<file path="src/rtl/pmc_consts.vh">
// Constants of the power mode controller
`ifndef PMC_CONSTS_VH
`define PMC_CONSTS_VH
// Mode codes, as shown in the two-bit mode status field
`define PMC_MODE_SLEEP 2'b00
`define PMC_MODE_LIMP 2'b01
`define PMC_MODE_IDLE 2'b10
`define PMC_MODE_ACTIVE 2'b11
// Core clock in kHz and power-on reset release delay in ns
`define PMC_CLK_KHZ 40000
`define PMC_SLEEP2IDLE_NS 10000
// Cycles of the release delay, rounded up
`define PMC_SLEEP2IDLE_CYC ((`PMC_SLEEP2IDLE_NS * `PMC_CLK_KHZ + 999999) / 1000000)
// Channel count and default limp-home channels
`define PMC_NCH 8
`define PMC_LIMP_CH_A 2
`define PMC_LIMP_CH_B 3
`endif

</file>
<file path="src/rtl/pmc_mode_ctrl.v">
// Operating-mode controller of an eight-channel low-side driver
`timescale 1ns/1ps
`default_nettype none
`include "pmc_consts.vh"
module pmc_mode_ctrl #(
   parameter NCH = `PMC_NCH,
   parameter POR_CYCLES = `PMC_SLEEP2IDLE_CYC
) (
   input wire CLK, // Core clock, 40 MHz
   input wire SRST, // Synchronous reset, active high
   input wire STANDBY_PIN, // Standby pin level (async)
   input wire [1:0] DIRECT_INPUT_PIN, // Direct input pins (async)
   input wire BATT_PRESENT, // Battery supply above power-up level
   input wire LOGIC_PRESENT, // Logic supply above power-up level
   input wire BATT_UV, // Battery undervoltage detector
   input wire LOGIC_UV, // Logic-supply undervoltage detector
   input wire INT_SUPPLY_FAIL, // Internal supply or reference failure
   input wire [NCH-1:0] SPI_OUTPUT_DRIVE_BITS, // SPI channel on bits
   input wire [NCH-1:0] PWM_OUTPUT_MAPPING_BITS, // PWM mapping bits
   input wire [NCH-1:0] PWM_GENERATOR_SELECT_BITS, // PWM gen select
   input wire [1:0] PWM_GEN_OUT, // Current PWM generator outputs
   input wire [NCH-1:0] INPUT_MAP_0, // Channels driven by input 0
   input wire [NCH-1:0] INPUT_MAP_1, // Channels driven by input 1
   input wire FORCE_ACTIVE_BIT, // Force active configuration
   input wire SLEEP_SWITCH_OFF_BIT, // Allow switch-off into sleep
   input wire UNDERVOLTAGE_MASK_BIT, // Channels kept under battery UV
   input wire STATUS_READ, // Pulse: second status register read
   input wire SPI_WRITE_REQ, // Pulse: SPI register write request
   output reg [1:0] MODE, // Two-bit mode status field
   output reg [NCH-1:0] CHANNEL_EN, // Channel actuation
   output reg SPI_ENABLE, // SPI communication allowed
   output reg SPI_WRITE_EN, // SPI register writes accepted
   output reg REG_RESET, // Hold read/write registers at default
   output reg POR_ACTIVE, // Internal power-on reset asserted
   output reg POWER_ON_RESET_FLAG // Sticky POR flag
);
   // ==========================================================
   // Pin synchronisation
   wire stby_s;
   wire [1:0] din_s;
   wire [2:0] pins_s;
   pmc_sync #(
      .W(3)
   ) u_sync (
      .CLK(CLK),
      .SRST(SRST),
      .ASYNC_IN({STANDBY_PIN, DIRECT_INPUT_PIN}),
      .SYNC_OUT(pins_s)
   );
   assign stby_s = pins_s[2];
   assign din_s = pins_s[1:0];

   // ==========================================================
   // Power-on reset
   wire any_pin = stby_s | din_s[0] | din_s[1];
   wire supply_ok = BATT_PRESENT | LOGIC_PRESENT;
   // Logic UV with both inputs low is a full logic reset too
   wire por_cond;
   wire por_released;
   pmc_por_timer #(
      .CYCLES(POR_CYCLES)
   ) u_por (
      .CLK(CLK),
      .SRST(SRST),
      .HOLD(por_cond),
      .RELEASED(por_released)
   );
   wire por_n = por_released;
   reg por_n_q;
   always @(posedge CLK)
   begin
      if (SRST)
         por_n_q <= 1'b0;
      else
         por_n_q <= por_n;
   end

   // ==========================================================
   // Channel requests
   wire [NCH-1:0] pwm_req;
   genvar g;
   generate
      for (g = 0; g < NCH; g = g + 1)
      begin : g_pwm
         assign pwm_req[g] = PWM_OUTPUT_MAPPING_BITS[g] &
                             PWM_GEN_OUT[PWM_GENERATOR_SELECT_BITS[g]];
      end
   endgenerate
   // Registers are at default while the logic supply is low
   wire regs_valid = !LOGIC_UV && LOGIC_PRESENT;
   wire [NCH-1:0] spi_req = regs_valid ?
                            (SPI_OUTPUT_DRIVE_BITS | pwm_req) :
                            {NCH{1'b0}};
   wire [NCH-1:0] pin_req = ({NCH{din_s[0]}} & INPUT_MAP_0) |
                            ({NCH{din_s[1]}} & INPUT_MAP_1);
   wire any_soft = |spi_req;
   wire on_req = any_soft || (din_s != 2'b00);

   // ==========================================================
   // Mode state machine
   localparam [1:0] ST_SLEEP = `PMC_MODE_SLEEP;
   localparam [1:0] ST_LIMP = `PMC_MODE_LIMP;
   localparam [1:0] ST_IDLE = `PMC_MODE_IDLE;
   localparam [1:0] ST_ACTIVE = `PMC_MODE_ACTIVE;
   reg [1:0] mode_q;
   reg [1:0] mode_d;
   // Software-driven channels keep the core powered with all pins low,
   // otherwise the power-down reset would bypass the sleep block
   wire hold_awake = (mode_q == ST_ACTIVE) && any_soft &&
                     !SLEEP_SWITCH_OFF_BIT;
   assign por_cond = !supply_ok || INT_SUPPLY_FAIL ||
                     (!any_pin && !hold_awake) ||
                     (LOGIC_UV && din_s == 2'b00);
   always @*
   begin
      mode_d = mode_q;
      case (mode_q)
         ST_SLEEP:
         begin
            if (por_n && stby_s)
               mode_d = on_req ? ST_ACTIVE : ST_IDLE;
            else if (por_n && din_s != 2'b00)
               mode_d = ST_LIMP;
         end
         ST_IDLE:
         begin
            if (!stby_s && din_s == 2'b00)
               mode_d = ST_SLEEP;
            else if (!stby_s)
               mode_d = ST_LIMP;
            else if (FORCE_ACTIVE_BIT || on_req)
               mode_d = ST_ACTIVE;
         end
         ST_ACTIVE:
         begin
            if (!stby_s && din_s == 2'b00)
            begin
               // Software-driven channels block sleep unless allowed
               if (!any_soft || SLEEP_SWITCH_OFF_BIT)
                  mode_d = ST_SLEEP;
            end
            else if (!stby_s)
               mode_d = ST_LIMP;
            else if (!FORCE_ACTIVE_BIT && !on_req)
               mode_d = ST_IDLE;
         end
         ST_LIMP:
         begin
            if (stby_s)
               mode_d = on_req ? ST_ACTIVE : ST_IDLE;
            else if (din_s == 2'b00)
               mode_d = ST_SLEEP;
         end
         default:
            mode_d = ST_SLEEP;
      endcase
   end
   always @(posedge CLK)
   begin
      if (SRST || !por_n)
         mode_q <= ST_SLEEP;
      else
         mode_q <= mode_d;
   end

   // ==========================================================
   // Channel gating
   // Channels follow the registered mode, so a request that forces
   // a mode change waits for that change before turning on.
   reg [NCH-1:0] ch_d;
   reg [NCH-1:0] limp_ch;
   always @*
   begin
      limp_ch = {NCH{1'b0}};
      limp_ch[`PMC_LIMP_CH_A] = 1'b1;
      limp_ch[`PMC_LIMP_CH_B] = 1'b1;
      ch_d = {NCH{1'b0}};
      case (mode_q)
         ST_ACTIVE:
            ch_d = spi_req | pin_req;
         ST_LIMP:
            ch_d = pin_req & limp_ch;
         default:
            ch_d = {NCH{1'b0}};
      endcase
      if (!BATT_PRESENT)
         ch_d = {NCH{1'b0}};
      else if (BATT_UV)
      begin
         if (!UNDERVOLTAGE_MASK_BIT || !regs_valid)
            ch_d = {NCH{1'b0}};
         else if (mode_q == ST_LIMP)
            ch_d = ch_d & limp_ch;
      end
   end
   // Under POR the channels drop with the reset, not a timed ramp
   always @(posedge CLK)
   begin
      if (SRST || !por_n)
         CHANNEL_EN <= {NCH{1'b0}};
      else
         CHANNEL_EN <= ch_d;
   end

   // ==========================================================
   // SPI gating, status field and POR flag
   always @(posedge CLK)
   begin
      if (SRST)
      begin
         MODE <= ST_SLEEP;
         SPI_ENABLE <= 1'b0;
         SPI_WRITE_EN <= 1'b0;
         REG_RESET <= 1'b1;
         POR_ACTIVE <= 1'b1;
         POWER_ON_RESET_FLAG <= 1'b0;
      end
      else
      begin
         MODE <= mode_q;
         POR_ACTIVE <= !por_n;
         SPI_ENABLE <= regs_valid && mode_q != ST_SLEEP && por_n;
         SPI_WRITE_EN <= regs_valid && por_n &&
                         (mode_q == ST_IDLE || mode_q == ST_ACTIVE) &&
                         !SPI_WRITE_REQ_blocked(mode_q);
         REG_RESET <= !regs_valid || !por_n || mode_q == ST_SLEEP;
         // A new POR event beats a read in the same cycle
         if (por_n_q && !por_n)
            POWER_ON_RESET_FLAG <= 1'b1;
         else if (!por_n_q && por_n)
            POWER_ON_RESET_FLAG <= 1'b1;
         else if (STATUS_READ)
            POWER_ON_RESET_FLAG <= 1'b0;
      end
   end

   // Writes are refused in limp-home even while a request is pending
   function SPI_WRITE_REQ_blocked;
      input [1:0] m;
      begin
         SPI_WRITE_REQ_blocked = (m == ST_LIMP) & SPI_WRITE_REQ;
      end
   endfunction
endmodule // pmc_mode_ctrl
`default_nettype wire

</file>
<file path="src/rtl/pmc_por_timer.v">
// Power-on reset release timer
`timescale 1ns/1ps
`default_nettype none
`include "pmc_consts.vh"
module pmc_por_timer #(
   parameter CYCLES = `PMC_SLEEP2IDLE_CYC
) (
   input wire CLK, // Core clock
   input wire SRST, // Synchronous reset
   input wire HOLD, // High keeps reset asserted and count cleared
   output wire RELEASED // High once the delay has elapsed
);
   reg [15:0] cnt_q;
   reg done_q;
   always @(posedge CLK)
   begin
      if (SRST || HOLD)
      begin
         cnt_q <= 16'h0000;
         done_q <= 1'b0;
      end
      else if (!done_q)
      begin
         if (cnt_q == CYCLES[15:0] - 16'h0001)
            done_q <= 1'b1;
         cnt_q <= cnt_q + 16'h0001;
      end
   end
   assign RELEASED = done_q;
endmodule // pmc_por_timer
`default_nettype wire

</file>
<file path="src/rtl/pmc_sync.v">
// Two flip-flop synchroniser for a bus of pin levels
`timescale 1ns/1ps
`default_nettype none
module pmc_sync #(
   parameter W = 3
) (
   input wire CLK, // Core clock
   input wire SRST, // Synchronous reset
   input wire [W-1:0] ASYNC_IN, // Pin levels
   output wire [W-1:0] SYNC_OUT // Synchronised levels
);
   reg [W-1:0] meta_q;
   reg [W-1:0] sync_q;
   always @(posedge CLK)
   begin
      if (SRST)
      begin
         meta_q <= {W{1'b0}};
         sync_q <= {W{1'b0}};
      end
      else
      begin
         meta_q <= ASYNC_IN;
         sync_q <= meta_q;
      end
   end
   assign SYNC_OUT = sync_q;
endmodule // pmc_sync
`default_nettype wire

</file>
<file path="config.mk">
export PLATFORM = sky130hd
export DESIGN_NAME = pmc_mode_ctrl
export DESIGN_NICKNAME = d
export VERILOG_FILES = /design/src/rtl/pmc_mode_ctrl.v /design/src/rtl/pmc_por_timer.v /design/src/rtl/pmc_sync.v
export VERILOG_INCLUDE_DIRS = /design/src /design/src/rtl
export SDC_FILE = /design/constraint.sdc
export NUM_CORES = 1
export LEC_CHECK = 0
export ABC_AREA = 0
export BUFFER_PORTS_ARGS = -buffer_cell sky130_fd_sc_hd__buf_2
export CAP_MARGIN = 5
export CORE_UTILIZATION = 37
export DETAILED_ROUTE_END_ITERATION = 10
export PLACE_DENSITY = 0.65
export SLEW_MARGIN = 30
export SYNTH_ARGS = -nofsm -noshare
export SYNTH_HDL_FRONTEND = slang
export SYNTH_SLANG_ARGS = --single-unit
export TNS_END_PERCENT = 50
</file>
<file path="constraint.sdc">
create_clock -name CLK -period 1.5 [get_ports CLK]
set_input_delay 0.225 -clock CLK [delete_from_list [all_inputs] [get_ports CLK]]
set_output_delay 0.225 -clock CLK [all_outputs]
set_load 0.1 [all_outputs]
</file>
=== Word-level counts from Yosys, hierarchy flattened ===
Cells that the tools add are included.

* Bits in latches: 0
* Register bits: 41
* Bits in read-only memories: 0
* Memories: 0
* RAM bits: 0
* Output and inout bits: 15
* Input bits: 57

* $add $sub $neg: 1
* Div/mod/pow operators: 0
* Muxes and demuxes: 39
* Eq/ne operators: 9
* Magnitude comparators: 8
* Shift operators: 0
* $mul: 0
* Reduce and logical (&&, ||, !) cells: 50
* Bitwise operators: 18

{| class="wikitable"
|+ Operators by type and width
! operator !! number
|-
| $mux 8 || 4
|-
| $or 8x8->8 || 3
|-
| $mux 1 || 22
|-
| $mux 2 || 11
|-
| $add 16x1->16 const B || 1
|-
| $and 8x8->8 || 2
|-
| $eq 16x9->1 const B || 1
|-
| $logic_and 1x1->1 || 16
|-
| $lt 1x2->1 const B || 8
|-
| $pmux 8 s2 || 1
|-
| $logic_not 1->1 || 14
|-
| $logic_or 1x1->1 || 12
|-
| $and 1x1->1 || 9
|-
| $ne 4x4->1 const B || 2
|-
| $pmux 2 s4 || 1
|-
| $reduce_or 8->1 || 1
|-
| $ne 3x3->1 const B || 2
|-
| $reduce_and 5->1 || 1
|-
| $eq 2x2->1 const B || 2
|-
| $logic_not 2->1 || 2
|-
| $reduce_bool 2->1 || 2
|-
| $ne 3x2->1 const B || 1
|-
| $or 1x1->1 || 3
|-
| $reduce_bool 3->1 || 1
|-
| 3 further kinds || 3
|}

=== Logic depth before layout (Yosys ltp) ===
* Depth in word-level cells: 13
* Mapped depth: 7
* Gate-level depth less buffers: 6

=== Hierarchy ===
Synthesis repeated with hierarchy kept, for this count alone.

* Cells, all modules: 220
* Area total of the unflattened synthesis: 1991.9 µm²

{| class="wikitable"
|+ By module, submodules not included
! module !! seq. area each (µm²) !! times used !! cells an instance !! area an instance (µm²)
|-
| pmc_mode_ctrl || 360.3 || 1 || 120 || 1018.5
|-
| pmc_por_timer || 340.3 || 1 || 88 || 815.8
|-
| pmc_sync || 120.1 || 1 || 12 || 157.7
|}

=== Worst setup path after synthesis ===
OpenSTA, ideal clock, no wires.

* Path type: in2reg
* From: in PWM_GENERATOR_SELECT_BITS[7]
* To: reg u_por.cnt_q[2]
* Library setup time: 0.115 ns
* Data arrival time: 1.446 ns
* Slack: -0.062 ns
* Buffers on the path: 1
* Required time: 1.385 ns
* Stages: 6
* Cell sequence: mux2_2 -> a21oi_2 -> nand4_2 -> o31ai_4 -> buf_8 -> nor2_2

* Word-level cells in the longest chain between the ends: 13

{| class="wikitable"
|+ RTL lines
! element !! RTL line !! RTL
|-
| start: declaration || pmc_mode_ctrl.v:20 || <nowiki>input wire [NCH-1:0] PWM_GENERATOR_SELECT_BITS,</nowiki>
|-
| $mux 1 (not written as such) (2 in a row) || pmc_mode_ctrl.v:86 || <nowiki>PWM_GEN_OUT[PWM_GENERATOR_SELECT_BITS[g]];</nowiki>
|-
| $and 1x1->1 || pmc_mode_ctrl.v:85 || <nowiki>assign pwm_req[g] = PWM_OUTPUT_MAPPING_BITS[g] &</nowiki>
|-
| $or 8x8->8 || pmc_mode_ctrl.v:92 || <nowiki>(SPI_OUTPUT_DRIVE_BITS | pwm_req) :</nowiki>
|-
| $mux 8 || pmc_mode_ctrl.v:91 || <nowiki>wire [NCH-1:0] spi_req = regs_valid ?</nowiki>
|-
| $reduce_or 8->1 || pmc_mode_ctrl.v:96 || <nowiki>wire any_soft = |spi_req;</nowiki>
|-
| $logic_and 1x1->1 (2 in a row) || pmc_mode_ctrl.v:109 || <nowiki>wire hold_awake = (mode_q == ST_ACTIVE) && any_soft &&</nowiki>
|-
| $logic_not 1->1 || pmc_mode_ctrl.v:112 || <nowiki>(!any_pin && !hold_awake) ||</nowiki>
|-
| $logic_and 1x1->1 || pmc_mode_ctrl.v:112 ||
|-
| $logic_or 1x1->1 || pmc_mode_ctrl.v:111 || <nowiki>assign por_cond = !supply_ok || INT_SUPPLY_FAIL ||</nowiki>
|-
| $logic_or 1x1->1 || pmc_mode_ctrl.v:112 ||
|-
| $logic_or 1x1->1 || pmc_por_timer.v:17 || <nowiki>if (SRST || HOLD)</nowiki>
|-
| end signal: assignment || pmc_por_timer.v:26 || <nowiki>cnt_q <= cnt_q + 16'h0001;</nowiki>
|-
| end: declaration || pmc_por_timer.v:13 || <nowiki>reg [15:0] cnt_q;</nowiki>
|}

No other way between the ends. The select of a mux whose other input is x is not followed.
A chain may end at the register's enable or synchronous reset.

=== Worst setup path in the final report ===
* From: reg u_sync.sync_q[0], in the netlist u_sync.SYNC_OUT[0]
* To: reg u_por.cnt_q[14]

* Word-level cells in the longest chain between the ends: 7
* Elaborated cells on any way between the ends: 9

{| class="wikitable"
|+ RTL lines
! element !! RTL line !! RTL
|-
| start: declaration || pmc_sync.v:13 || <nowiki>reg [W-1:0] sync_q;</nowiki>
|-
| start signal: assignment || pmc_sync.v:19 || <nowiki>sync_q <= {W{1'b0}};</nowiki>
|-
| start signal: assignment || pmc_sync.v:24 || <nowiki>sync_q <= meta_q;</nowiki>
|-
| $or 1x1->1 (2 in a row) || pmc_mode_ctrl.v:55 || <nowiki>wire any_pin = stby_s | din_s[0] | din_s[1];</nowiki>
|-
| $logic_not 1->1 || pmc_mode_ctrl.v:112 ||
|-
| $logic_and 1x1->1 || pmc_mode_ctrl.v:112 ||
|-
| $logic_or 1x1->1 || pmc_mode_ctrl.v:111 ||
|-
| $logic_or 1x1->1 * || pmc_mode_ctrl.v:112 ||
|-
| $logic_or 1x1->1 * || pmc_por_timer.v:17 ||
|}

Every way passes the cells marked *; elsewhere a longest branch is shown, timed or not.

==> impl_results.md <==
* DR pass1 iterations at 4
* DRT Wirelength at 4.402 mm
* Gate power share at 11.0%
* Largest area contributor in the netlist: dfxtp_1
* Netlist cell types at 45
* CTS tree: done
* Setup violations, final at 0
* DP Area at 2604 sq um
* Initial antenna violation count at 0
* Fmax at 696.2 MHz
* Io pins at 72
* # rows at 26
* Status: complete, no violations
* Final hold slack at 0.1383 ns
* Most common cell in the netlist: dfxtp_1
* Asr flop ratio synth at 0%
* Layout cell share with drive strength beyond 1 at 45.37%
* Post-Syn Instances at 218
* Final max-slew violation count at 0
* Crit. End Element: register
* DP HPWL at 3.492 mm
* Multiplexer area fraction after synthesis at 5.089%
* Nets@finish at 372
* Sw frac at 21.23%
* Core box area at 5107 sq um
* Die width at 74.91 microns
* Unrepaired setup endpoints after global routing: yes
* Final min period at 1.436 ns
* HP Class: in2reg
* Relative slew slack at 67.06%
* Main flop type after synthesis: dfxtp_1
* Clock Pin Slew Worst Setup and Hold Paths at 0.08 ns
* Pwr/cell area at 819.8 nW/um^2
* Grt ovf at 0
* Die ar. at 5612 sq um
* Worst path required time at 1.68 ns
* Flop pwr share at 48.8%
* Number of flops mapped to enable cells by yosys at 0
* Setup CP Type: reg2reg
* Synthesis Warnings at 0
* Vias per cell at 4.731
* Synth Register Bits at 41
* H-Tree Depth at 2
* Clock Skews at 0.007116 ns
* Vias in the first global route at 1723
* Seq/Total Area, Yosys at 41.73%
* Final Hold Viols at 0
* IO Port Bufs at 70
* DRC Markers at 0
* Largest family of logic cells by synthesized area: simple AND/OR/NAND/NOR gates
* Final WS setup at 0.06368 ns
* Total power at 2.252 mW
* Top cells by count, synth: dfxtp_1, nor2_1, nand2_1
* Syn Area/Cell at 9.022 sq um
* Clock share of power at 40.2%
* Post-synthesis xor/xnor area fraction at 6.679%
* Longest Clk Path Bufs at 2
* Antenna Diode Count at 0
* Worst-path fanout max at 16
* Clk_lat worst skew at 0.29 ns
* Post-route design area at 2748 sq um
* Final weighted congestion in routability-driven placement at 0.7570
* TritonCTS Sinks at 41
* Max-cap violations at 0
* Peak VDD IR at 0.5209 mV
* Switching pwr at 0.4781 mW
* Routed vias at 1812
* Antenna Violating Nets Remaining at 0
* First-pass GRT wire length at 7.341 mm
* Synthesized cell area at 1967 sq um
* Top cell type's share of synthesized area at 41.73%
* Die Span Y at 74.91 microns
* Pin count of the biggest net entering global routing at 17
* Slew @ Worst Pin at 0.4976 ns
* Hold buffer count at CTS at 0
* Critical Path Source Type: register
* Top post-synthesis cells by area: dfxtp_1, nor2_1, mux2_2
* Post-Synth Simple-Gate Area at 26.34%
* Routed WL per cell at 11.49 microns
* P_leak at 1.122 nW
* Initial Util at 38.51%
* Cts bufs inserted at 5
* Synthesized-area fraction occupied by adder cells at 1.908%
* Critical path arrival at 1.62 ns
* Syn nets at 278
* Initial DRC Count at 49
* Dpl ws at -0.1328 ns
* Final period utilization at 95.75%
* Clock root buffer: clkbuf_8
* Cell Int Power at 1.774 mW
* Layout area overhead at 39.69%
* Tot GR Track Use at 17.40%
* Compound-Gate Fraction of Synth Area at 14.31%
==> power groups by stage <==
stage,Combinational [mW],Clock [mW],Sequential (mW)
floorplan,0.115,0,1.12
detailed placement,0.243,0,1.12
finish,0.247,0.906,1.10
global placement,0.240,0,1.12
global route,0.267,0.990,1.10
CTS,0.247,0.936,1.10
==> sequential cells by signal (all words and copies together), names as in the netlist, 2 cells and up <==
| signal | count |
|---|---|
| CHANNEL_EN | 8 |
| MODE | 2 |
| mode_q | 2 |
| u_por.cnt_q | 16 |
| u_sync.SYNC_OUT | 3 |
| u_sync.meta_q | 3 |
==> stage by stage <==
stage	utilization, %	cells	setup TNS, ns
3_5_place_dp	50.98	375	-2.005
4_1_cts	53.50	383	0
6_report	53.80	383	0
3_3_place_gp	50.98	375	-1.516
2_1_floorplan	-	218	-0.03665
5_1_grt	53.80	383	-0.002198
==> final timing paths <==
path / from / to / slack (ns) / depth (start not counted)
hold reg to reg: u_sync.meta_q[1] / u_sync.SYNC_OUT[1] / 0.44 / 1
setup / recovery: u_sync.SYNC_OUT[0] / u_por.cnt_q[14] / 0.06 / 5
hold / removal: DIRECT_INPUT_PIN[1] / u_sync.meta_q[1] / 0.14 / 2
setup reg to reg: u_sync.SYNC_OUT[0] / u_por.cnt_q[14] / 0.06 / 5
==> per-layer routing <==
layer,vias up,wire length (microns),track usage (%)
met2,57,2161,29.93
met5,-,0,0
li1,946,-,-
met4,0,72,7.966
met1,802,1899,19.84
met3,7,267,5.221
==> timing repair <==
item	CTS	global route
pin swaps	0	2
setup endpoints to repair	16	16
cloned	0	0
gates resized for setup	1	7
buffers inserted	0	0
==> worst max-delay path, cell delays in order (launching register included) <==
cell     delay, ns
dfxtp_2       0.33
or3_4         0.43
o21a_2        0.25
o31ai_4       0.06
buf_12        0.19
nor2_1        0.06
==> area by class of cell <==
type / instances / area (sq um)
clock buffer: 7 / 86.33
clock inverter: 1 / 30.03
sequential: 41 / 824.5
fill: 460 / 2360
multi-input combinational: 161 / 1131
inverter: 6 / 22.52
tap: 70 / 87.58
timing repair buffer: 97 / 565.5
==> cells by family (layout without fill, tap and decap cells) <==
kind of cell	Yosys count	count (layout)
buf+inv	16	111
mux	9	9
flops	41	41
compound gates	36	36
xor+xnor	15	15
simple gates	98	98
fa+ha+maj	3	3
==> layout by cell type, fill, tap and decap left out, types with 3 or more instances in the layout <==
cell type	n
mux2_4	4
nand4_1	5
buf_4	26
clkbuf_8	6
dfxtp_2	3
nor2_2	10
nand2_1	13
xor2_1	10
a21oi_2	7
a31oi_1	3
nor2b_1	9
a221oi_1	8
nor2_1	33
mux2_2	4
a21oi_1	5
o21ai_0	3
ha_1	3
dfxtp_1	38
nand3_1	4
xnor2_1	5
and4_1	3
buf_2	70
inv_1	6
nor3_1	5
No activity file was read; power rests on OpenSTA's default activity.
